==> src/shared/msps_pkg.sv <==
// Constants for the multi-speed preset selector.
// Assumes a single 250 MHz system clock; frequencies are in 0.01 Hz units.
package msps_pkg;
    // ------------------------------------------------------------------
    // Clock and timing
    // ------------------------------------------------------------------
    localparam int CLK_MHZ = 250;
    localparam int DET_UNIT_MS = 10;
    localparam int DET_UNIT_CYC = DET_UNIT_MS * 1000 * CLK_MHZ;
    localparam int RAMP_TICK_US = 1000;
    localparam int RAMP_TICK_CYC = RAMP_TICK_US * CLK_MHZ;
    localparam logic [7:0] DET_TIME_MAX = 8'hc8;
    localparam logic [7:0] DET_TIME_RST = 8'h00;

    // ------------------------------------------------------------------
    // Terminals, presets and frequency limits
    // ------------------------------------------------------------------
    localparam int NUM_TERM = 7;
    localparam int NUM_PRESET = 16;
    localparam int NUM_BIN_SEL = 4;
    localparam int NUM_BIT_SEL = 7;
    localparam logic [7:0] FUNC_BIN_BIT0 = 8'h02;
    localparam logic [7:0] FUNC_BITSEL_IN1 = 8'h20;
    localparam logic [15:0] FREQ_MAX = 16'h9c40;
    localparam logic [15:0] PRESET_ZERO_RST = 16'h0258;
    localparam logic [15:0] PRESET_OTHER_RST = 16'h0000;

    // ------------------------------------------------------------------
    // Setting codes
    // ------------------------------------------------------------------
    localparam logic [1:0] MODE_BINARY = 2'h0;
    localparam logic [1:0] MODE_BIT = 2'h1;
    localparam logic [1:0] SRC_STORED = 2'h2;

    typedef enum logic [1:0] {
        MSPS_HOLD,
        MSPS_UP,
        MSPS_DOWN
    } msps_ramp_type;
endpackage

==> src/shared/msps_sel_if.sv <==
// Carrier between the select decoder and the preset core.
// Assumes both ends sit on sys_clk_i.
`timescale 1ns/10ps
interface msps_sel_if;
    logic [3:0] applied_idx;
    logic settle_busy;

    modport sel (
        output applied_idx,
        output settle_busy
    );
    modport core (
        input applied_idx,
        input settle_busy
    );
endinterface

==> src/hw/msps_sel.sv <==
// Select-input decoder: synchroniser, function map, mode decode, settle timer.
// Assumes terminal pins are asynchronous and settings are sys_clk_i driven.
`timescale 1ns/10ps
module msps_sel #(
    parameter int UNIT_CYC = msps_pkg::DET_UNIT_CYC
) (
    // Clock and reset
    input wire logic sys_clk_i,
    input wire logic reset_i,
    // Terminals and settings
    input wire logic [msps_pkg::NUM_TERM-1:0] term_i,
    input wire logic [msps_pkg::NUM_TERM-1:0][7:0] term_func_i,
    input wire logic [1:0] sel_mode_i,
    input wire logic [7:0] det_time_i,
    // Result
    msps_sel_if.sel sel
);
    // ------------------------------------------------------------------
    // Synchroniser and function map
    // ------------------------------------------------------------------
    logic [msps_pkg::NUM_TERM-1:0] meta_r;
    logic [msps_pkg::NUM_TERM-1:0] sync_r;
    logic [msps_pkg::NUM_TERM-1:0][msps_pkg::NUM_BIN_SEL-1:0] bin_hit;
    logic [msps_pkg::NUM_TERM-1:0][msps_pkg::NUM_BIT_SEL-1:0] bit_hit;
    logic [msps_pkg::NUM_BIN_SEL-1:0] bin_sel;
    logic [msps_pkg::NUM_BIT_SEL-1:0] bit_sel;

    always_ff @(posedge sys_clk_i) begin
        meta_r <= term_i;
        sync_r <= meta_r;
    end

    for (genvar t = 0; t < msps_pkg::NUM_TERM; t++) begin : g_term
        for (genvar b = 0; b < msps_pkg::NUM_BIN_SEL; b++) begin : g_bin
            assign bin_hit[t][b] = sync_r[t] &&
                term_func_i[t] == msps_pkg::FUNC_BIN_BIT0 + 8'(b);
        end
        for (genvar s = 0; s < msps_pkg::NUM_BIT_SEL; s++) begin : g_bit
            assign bit_hit[t][s] = sync_r[t] &&
                term_func_i[t] == msps_pkg::FUNC_BITSEL_IN1 + 8'(s);
        end
    end

    always_comb begin
        bin_sel = '0;
        bit_sel = '0;
        for (int t = 0; t < msps_pkg::NUM_TERM; t++) begin
            bin_sel = bin_sel | bin_hit[t];
            bit_sel = bit_sel | bit_hit[t];
        end
    end

    // ------------------------------------------------------------------
    // Mode decode
    // ------------------------------------------------------------------
    logic [3:0] bit_idx;
    logic [3:0] raw_idx;

    always_comb begin
        bit_idx = 4'h0;
        // Downward scan so the lowest active input wins
        for (int s = msps_pkg::NUM_BIT_SEL - 1; s >= 0; s--) begin
            if (bit_sel[s]) begin
                bit_idx = 4'(s + 1);
            end
        end
    end

    // Codes other than bit mode fall back to binary
    assign raw_idx = (sel_mode_i == msps_pkg::MODE_BIT) ? bit_idx
                                                        : bin_sel;

    // ------------------------------------------------------------------
    // Determination timer
    // ------------------------------------------------------------------
    logic [3:0] cand_r;
    logic [3:0] applied_r;
    logic [31:0] cyc_r;
    logic [7:0] units_r;
    logic unit_done;
    logic changed;
    logic settled;

    assign changed = raw_idx != cand_r;
    assign unit_done = cyc_r == 32'(UNIT_CYC - 1);
    assign settled = !changed && units_r >= det_time_i;

    always_ff @(posedge sys_clk_i) begin
        if (reset_i) begin
            cand_r <= 4'h0;
            applied_r <= 4'h0;
            cyc_r <= '0;
            units_r <= 8'h00;
        end else if (changed) begin
            cand_r <= raw_idx;
            cyc_r <= '0;
            units_r <= 8'h00;
        end else if (settled) begin
            applied_r <= cand_r;
        end else begin
            cyc_r <= unit_done ? '0 : cyc_r + 32'h1;
            units_r <= unit_done ? units_r + 8'h01 : units_r;
        end
    end

    assign sel.applied_idx = applied_r;
    assign sel.settle_busy = !settled;
endmodule // msps_sel

==> src/hw/msps_top.sv <==
// Multi-speed preset selector: preset store, reference choice and ramp.
// Assumes settings and preset writes come from logic on sys_clk_i.
//
// Operation
// - Sixteen motor-one presets are stored and the selected one drives the reference.
// - A change of preset is reached by ramping with the active accel or decel step.
// - Only preset zero has a second-motor copy; presets one to fifteen are motor one only.
// - Mode code 00, the default, selects binary mode with four inputs for sixteen presets.
// - Mode code 01 selects bit mode with seven inputs for eight presets.
// - Both preset zeros take 0.00 or start frequency to 400 Hz and reset to 6.00 Hz.
// - Presets one to fifteen take 0.00 or start frequency to 400 Hz and reset to 0.00 Hz.
// - A determination time of 0 to 200 tens of ms, default 0, masks input changes; det_time_i is not clamped, so up to 255 is used.
// - In binary mode input one is index bit 0 and input four is bit 3.
// - In bit mode the lowest active input n selects preset n, none active selects 0.
// - Selection zero uses the stored preset only when the source is the stored setting.
// - Terminal function codes 02 to 05 assign binary select bits 0 to 3.
// - Terminal function codes 32 to 38 assign the seven bit-mode select inputs.
`timescale 1ns/10ps
module msps_top #(
    parameter int UNIT_CYC = msps_pkg::DET_UNIT_CYC,
    parameter int RAMP_CYC = msps_pkg::RAMP_TICK_CYC
) (
    // Clock and reset
    input wire logic sys_clk_i,
    input wire logic reset_i,
    // Input terminals
    input wire logic [msps_pkg::NUM_TERM-1:0] term_i,
    input wire logic [msps_pkg::NUM_TERM-1:0][7:0] term_func_i,
    // Settings
    input wire logic [1:0] sel_mode_i,
    input wire logic [7:0] det_time_i,
    input wire logic [1:0] freq_src_i,
    input wire logic [15:0] ext_freq_i,
    input wire logic [15:0] start_freq_i,
    input wire logic motor2_sel_i,
    input wire logic [15:0] accel_step_i,
    input wire logic [15:0] decel_step_i,
    // Preset write port
    input wire logic preset_wr_i,
    input wire logic [3:0] preset_idx_i,
    input wire logic preset_motor2_i,
    input wire logic [15:0] preset_data_i,
    // Status and reference
    output logic [3:0] sel_index_o,
    output logic settle_busy_o,
    output logic [15:0] freq_ref_o,
    output logic [15:0] out_freq_o,
    output logic ramp_busy_o
);
    // ------------------------------------------------------------------
    // Select decoder
    // ------------------------------------------------------------------
    msps_sel_if sel_bus();

    msps_sel #(
        .UNIT_CYC(UNIT_CYC)
    ) u_sel (
        .sys_clk_i(sys_clk_i),
        .reset_i(reset_i),
        .term_i(term_i),
        .term_func_i(term_func_i),
        .sel_mode_i(sel_mode_i),
        .det_time_i(det_time_i),
        .sel(sel_bus.sel)
    );

    // ------------------------------------------------------------------
    // Preset store
    // ------------------------------------------------------------------
    logic [15:0] preset_r [msps_pkg::NUM_PRESET];
    logic [15:0] preset_zero_motor2_r;
    logic [15:0] wr_clamped;
    logic wr_m1;
    logic wr_m2;

    // Nonzero values below start frequency are lifted to it
    assign wr_clamped = (preset_data_i > msps_pkg::FREQ_MAX)
                      ? msps_pkg::FREQ_MAX
                      : (preset_data_i != 16'h0000 &&
                         preset_data_i < start_freq_i)
                      ? start_freq_i : preset_data_i;
    // Second-motor writes only land on index zero
    assign wr_m2 = preset_wr_i && preset_motor2_i &&
                   preset_idx_i == 4'h0;
    assign wr_m1 = preset_wr_i && !preset_motor2_i;

    for (genvar p = 0; p < msps_pkg::NUM_PRESET; p++) begin : g_preset
        localparam logic [15:0] RST = (p == 0) ? msps_pkg::PRESET_ZERO_RST
                                               : msps_pkg::PRESET_OTHER_RST;
        always_ff @(posedge sys_clk_i) begin
            if (reset_i) begin
                preset_r[p] <= RST;
            end else if (wr_m1 && preset_idx_i == 4'(p)) begin
                preset_r[p] <= wr_clamped;
            end
        end
    end

    always_ff @(posedge sys_clk_i) begin
        if (reset_i) begin
            preset_zero_motor2_r <= msps_pkg::PRESET_ZERO_RST;
        end else if (wr_m2) begin
            preset_zero_motor2_r <= wr_clamped;
        end
    end

    // ------------------------------------------------------------------
    // Reference choice
    // ------------------------------------------------------------------
    logic [15:0] zero_ref;
    logic [15:0] target;

    assign zero_ref = (freq_src_i != msps_pkg::SRC_STORED) ? ext_freq_i
                    : motor2_sel_i ? preset_zero_motor2_r
                    : preset_r[0];
    assign target = (sel_bus.applied_idx == 4'h0) ? zero_ref
                  : preset_r[sel_bus.applied_idx];

    // ------------------------------------------------------------------
    // Ramp toward the reference
    // ------------------------------------------------------------------
    logic [31:0] tick_cnt_r;
    logic ramp_tick;
    msps_pkg::msps_ramp_type dir;
    logic [16:0] up_sum;
    logic [15:0] up_val;
    logic [15:0] down_val;
    logic [15:0] freq_nxt;

    assign ramp_tick = tick_cnt_r == 32'(RAMP_CYC - 1);
    assign dir = (target > out_freq_o) ? msps_pkg::MSPS_UP
               : (target < out_freq_o) ? msps_pkg::MSPS_DOWN
               : msps_pkg::MSPS_HOLD;
    // Step sizes never overshoot the reference
    assign up_sum = {1'b0, out_freq_o} + {1'b0, accel_step_i};
    assign up_val = (up_sum >= {1'b0, target}) ? target : up_sum[15:0];
    assign down_val = (out_freq_o - target <= decel_step_i)
                    ? target : out_freq_o - decel_step_i;

    always_comb begin
        unique case (dir)
            msps_pkg::MSPS_UP: freq_nxt = up_val;
            msps_pkg::MSPS_DOWN: freq_nxt = down_val;
            msps_pkg::MSPS_HOLD: freq_nxt = out_freq_o;
            default: freq_nxt = out_freq_o;
        endcase
    end

    always_ff @(posedge sys_clk_i) begin
        if (reset_i) begin
            tick_cnt_r <= '0;
        end else begin
            tick_cnt_r <= ramp_tick ? '0 : tick_cnt_r + 32'h1;
        end
    end

    always_ff @(posedge sys_clk_i) begin
        if (reset_i) begin
            out_freq_o <= 16'h0000;
            freq_ref_o <= 16'h0000;
            sel_index_o <= 4'h0;
            settle_busy_o <= 1'b0;
            ramp_busy_o <= 1'b0;
        end else begin
            if (ramp_tick) begin
                out_freq_o <= freq_nxt;
            end
            freq_ref_o <= target;
            sel_index_o <= sel_bus.applied_idx;
            settle_busy_o <= sel_bus.settle_busy;
            ramp_busy_o <= dir != msps_pkg::MSPS_HOLD;
        end
    end
endmodule // msps_top

==> config.mk <==
export PLATFORM = sky130hd
export DESIGN_NAME = msps_top
export DESIGN_NICKNAME = d
export VERILOG_FILES = /design/src/shared/msps_pkg.sv /design/src/shared/msps_sel_if.sv /design/src/hw/msps_sel.sv /design/src/hw/msps_top.sv
export SDC_FILE = /design/constraint.sdc
export NUM_CORES = 1
export LEC_CHECK = 0
export ABC_CLOCK_PERIOD_IN_PS = 7900
export BUFFER_PORTS_ARGS = -buffer_cell sky130_fd_sc_hd__clkbuf_2
export CAP_MARGIN = 5
export CORE_MARGIN = 1
export CORE_UTILIZATION = 45
export CTS_CLUSTER_SIZE = 10
export DETAILED_ROUTE_END_ITERATION = 10
export PLACE_DENSITY_LB_ADDON = 0.2
export SYNTH_ARGS = -nofsm -noshare
export SYNTH_HDL_FRONTEND = slang
export SYNTH_SLANG_ARGS = --single-unit
export TNS_END_PERCENT = 30
==> constraint.sdc <==
create_clock -name sys_clk_i -period 7.9 [get_ports sys_clk_i]
set_clock_uncertainty 0.05 [all_clocks]
set_input_delay 1.185 -clock sys_clk_i [delete_from_list [all_inputs] [get_ports sys_clk_i]]
set_output_delay 1.185 -clock sys_clk_i [all_outputs]
set_load 0.005 [all_outputs]
# Yosys cells after proc, flatten, opt, wreduce, memory -nomap -nowiden
# Memories as Yosys holds them, arrays and structs flattened. A register that Yosys moved wholly into a read port is not among the register bits.
# Index checks and enable logic that the tools add are counted.
# op_classes
bitwise,30
n_addsub,6
mux,87
eq_ne,99
reduce_logical,111
magnitude_cmp,7
# ops
op,count
$eq 8x6->1 const B,49
$mux 16,23
$eq 8x2->1 const B,14
$eq 8x3->1 const B,14
$logic_and 1x1->1,98
$add 32x1->32 const B,2
$mux 1,50
$or 7x7->7,6
$mux 4,9
$eq 32x18->1 const B,1
$eq 32x22->1 const B,1
$eq 4x4->1 const B,8
$lt 16x16->1,2
$mux 32,1
$pmux 16 s2,1
$sub 16x16->16,2
$or 4x4->4,6
$add 16x16->17,1
$ge 17x16->1,1
$eq 4x3->1 const B,4
$gt 16x16->1,1
$gt 16x16->1 const B,1
$le 16x16->1,1
$or 1x1->1,16
17 further kinds,28
# totals
input_bits,164
ff_bits,148
memories,1
output_inout_bits,38
ramBits,256
# mem_list
name,words,word_bits,read_ports,rd_ports_with_merged_regs,write_ports,line_no,text
preset_r,16,16,2,1,16,msps_top.sv:70,logic [15:0] preset_r [msps_pkg::NUM_PRESET];

# Logic depth before layout (Yosys ltp)
# logic_depth
word_depth,22
mapped_depth,31
depth_no_buf,29

# Cells and area by module
# Synthesis repeated with hierarchy kept, for this count alone.
# unflattened
cells_unflattened,2204
hier_area_um2,22663.0
# modules_own_cells
mod,area_per_inst_um2,instances,cells_each
msps_top,18540.3,1,1688
msps_sel,4122.7,1,516

# Worst setup path after synthesis
# No wires, ideal clock.
# synth_path
path_type,register -> register
start,register with a tool-made name
end,register out_freq_o[11]
path_slack_ps,576
synth_period_minus_slack_ps,7324
arrival_time_ps,7142
path_stages_with_launch,29
n_path_buf,4
cell_sequence,dfxtp_1 > clkbuf_1 > buf_1 > clkbuf_1 > mux4_2 > mux4_2 > a21oi_1 > ha_1 > o21ai_0 > a21boi_0 > o21ai_0 > a21oi_1 > a41o_1 > o41a_1 > a21oi_1 > nor2b_1 > nor2_1 > xnor2_1 > ha_1 > a21o_1 > a21o_1 > a21oi_1 > o21ai_0 > o31ai_1 > a211o_1 > clkbuf_1 > nor2_1 > a2111oi_0 > nor3_1
# synth_lines
element,line_no,text
to (signal assigned),msps_top.sv:166,out_freq_o <= freq_nxt;
to (decl),msps_top.sv:47,"output logic [15:0] out_freq_o,"

==> impl_metrics.py <==
metrics = {
    "worst_hold_path": {
        "min_to": "u_sel.sync_r[5]$_DFF_P_",
        "hold_start": "u_sel.meta_r[5]$_DFF_P_",
        "hold_path.class": "reg2reg",
        "min_path_cells": 0,
    },
    "critical_path": {
        "cp_slowest_stage_delay_ns": 0.60,
        "path_buf_inv": 1,
        "reg2reg_depth": 26,
        "cp_slowest_cell": "mux4_2",
        "cp_top_family": "compound AO/OA/AOI/OAI gates",
        "crit_fanout": 19,
        "critical_path_class": "reg2reg",
        "crit_required_ns": 8.28,
        "cp.arrival_ns": 7.55,
        "r2r_slack_ns": 0.73,
        "cp-start-kind": "register",
        "r2r-end": "out_freq_o[0]$_SDFFE_PP0P_",
        "endpoint_kind": "register",
    },
    "synthesis": {
        "synth.net_count": 2388,
        "synth_edf_count": 256,
        "avgSynthCellArea_um2": 10.5,
        "synth_area_leaders": "edfxtp_1 (35%), dfxtp_1 (14%), mux4_2 (8.1%), nor2_1 (7.1%), ha_1 (5.9%)",
        "synth_area_um2": 22100,
        "ys_seq_area_share_pct": 48.5,
        "yosys_warnings": 0,
        "async_flop_share_pct": 0,
        "synth.largest_area_cell": "edfxtp_1",
        "synth_top_area_share_pct": 34.7,
        "synthFlopType": "edfxtp_1",
        "ys_ff_latch": 408,
        "synth_cell_types": 79,
        "synth_cells": 2116,
    },
    "grt": {
        "grt_max_degree": 72,
        "grt_pass1_wl_um": 92400,
        "grt_usage_pct": 23.5,
        "grt_pass1_vias": 16800,
        "overflow": 0,
        "antenna_found_initial": 0,
    },
    "outcome": {
        "run_status": "finished clean",
    },
    "detailed_routing": {
        "num_vias": 17200,
        "drt-wirelength-per-cell_um": 19.5,
        "first_pass_iters": 5,
        "viasPerCell": 5.74,
        "drc_errors": 0,
        "drt_iter0_drc": 1201,
        "final_antenna_net_count": 0,
        "drt_wl_total_um": 58300,
    },
    "placed_design": {
        "place_inst": 2915,
        "dp_slack_ns": 0.723,
        "dpl_cell_area_um2": 23900,
        "dp_hpwl_um": 44200,
        "gp_congestion": 0.869,
        "io_buffers": 201,
    },
    "floorplanning": {
        "chipHeight_um": 224,
        "start_util_pct": 46.0,
        "die_x_um": 224,
        "core_area_um2": 48100,
        "dieArea_um2": 50100,
        "rows": 80,
        "io_pins": 202,
    },
    "timing": {
        "worst_slew_pin_slew_ns": 1.08,
        "setup_slack_ns": 0.727,
        "hold_viol": 0,
        "setup_viol": 0,
        "max_freq_ghz": 0.139,
        "tns_ns": 0,
        "drv_slew": 0,
        "hold-worst-slack_ns": 0.274,
        "rsz0062_at_grt": "no",
        "slew_headroom_pct": 27.7,
        "finalCritPeriodShare_pct": 90.8,
        "fin_crit_ns": 7.17,
    },
    "clocking": {
        "clk_latency_ns": 0.59,
        "root_buffer": "clkbuf_16",
        "cts_hold_buf": 0,
        "cts_setup_buffers": 0,
        "path_clk_slew_ns": 0.06,
        "cts_max_path_buffers": 3,
        "cts_max_level": 2,
        "cts_sinks": 408,
        "cts_tree": "built",
        "post_cts_resized": 0,
        "numCtsBuffers": 48,
    },
    "final_layout": {
        "design_area_um2": 25200,
        "syn2layout_area_growth_pct": 14.1,
        "seqCellArea_um2": 10700,
        "final_nets": 2581,
        "final_layout_size_suffix_gt1_share_pct": 17.3,
        "multi_input_comb_area_um2": 10800,
        "n_fill_cell": 4279,
        "antenna_cells_inserted": 0,
        "final_util_pct": 52.4,
        "fin_cells": 2990,
    },
    "pwr": {
        "vdd_drop_max_mv": 0.162,
        "p_total_mw": 4.85,
        "power_density_nw_per_um2": 192,
        "leakage_nw": 9.78,
    },
    "job": {
        "drv_cap": 0,
    },
}
-- kinds of logic (layout without fill, tap and decap cells) --
logic type / Yosys count / after routing / synth area share (%)
AND/OR/NAND/NOR: 891 / 891 / 19.3
flip-flops: 408 / 408 / 48.5
AO/OA/AOI/OAI: 340 / 340 / 9.86
buffers and inverters: 168 / 386 / 2.96
multiplexers: 116 / 116 / 9.79
adder cells (fa/ha/maj): 108 / 108 / 6.21
XOR/XNOR: 85 / 85 / 3.36
-- state kept, by name, indices dropped and copies added (netlist names), 7 cells and up, named ones only --
signal / cells
freq_ref_o: 16
out_freq_o: 16
preset_r: 256
preset_zero_motor2_r: 16
tick_cnt_r: 32
u_sel.cyc_r: 32
u_sel.meta_r: 7
u_sel.sync_r: 7
u_sel.units_r: 8
-- worst reg2reg max path, stage by stage, from the launching register on --
cell,delay (ns)
dfxtp_4,0.59
mux4_2,0.62
mux4_2,0.51
a21oi_1,0.43
ha_1,0.34
nor2b_1,0.13
o21ai_0,0.21
a21boi_0,0.16
o21ai_0,0.24
a21oi_1,0.14
a41o_1,0.29
o41a_1,0.34
a21oi_1,0.24
o21ai_0,0.13
a21oi_1,0.19
xnor2_1,0.09
ha_1,0.29
nand4_1,0.10
o21ai_0,0.23
o21a_1,0.16
o31ai_1,0.06
buf_4,0.17
a211o_1,0.24
nand2b_1,0.45
nor2_1,0.09
a2111oi_0,0.43
a211oi_1,0.10
-- layout by cell type, fill, tap and decap left out, drive strengths merged, types with 35 or more instances in the layout --
cell,n
o21ai,68
ha,105
buf,35
a21o,40
nand3,81
inv,78
clkbuf,268
edfxtp,256
mux4,80
a21oi,105
nor2,417
xor2,42
nand2,107
dfxtp,152
nor3,43
xnor2,43
-- worst max-delay path by stage --
stage,startpoint,to,slack (ns),depth (start not counted)
after CTS,register,out_freq_o[9]$_SDFFE_PP0P_,0.70,26
after global placement,motor2_sel_i,out_freq_o[0]$_SDFFE_PP0P_,0.88,27
final,register,out_freq_o[0]$_SDFFE_PP0P_,0.73,26
after detailed placement,motor2_sel_i,out_freq_o[9]$_SDFFE_PP0P_,0.72,27
after global routing,register,out_freq_o[10]$_SDFFE_PP0P_,0.08,26
after floorplan,register,out_freq_o[11]$_SDFFE_PP0P_,0.58,28
-- cell usage after synthesis (43+ instances only) --
cell type    n
dfxtp_1    152
edfxtp_1   256
nor2_1     417
o21ai_0     52
nand2_1    107
ha_1       105
clkbuf_1    73
xnor2_1     43
a21oi_1    105
inv_1       75
nor3_1      43
mux4_2      80
nand3_1     78
-- per-layer routing --
metal | GRT usage [%] | part of all wire, % | routed length [um] | vias up
li1 | - | - | - | 8189
met4 | 7.09 | 2.7 | 1560 | 0
met2 | 39.7 | 48 | 27900 | 560
met3 | 3.48 | 5.8 | 3400 | 86
met1 | 31.2 | 44 | 25400 | 8329
met5 | 0 | 0 | 0 | -
-- report_power, final --
part           total [mW]  internal, mW  switching (mW)
Combinational       0.494         0.187           0.307
Clock                1.98          1.13           0.845
Sequential           2.38          2.35          0.0299
-- cell type report --
| class | count | share of cell area, % |
|---|---|---|
| multi-input cells | 1540 | 42.6 |
| flip-flops and latches | 408 | 42.5 |
| clock buffers | 68 | 5.13 |
| well taps | 656 | 3.25 |
| clock inverters | 7 | 0.278 |
| repair buffers | 235 | 5.04 |
| inverters | 76 | 1.13 |
(Power assumes the default switching activity.)
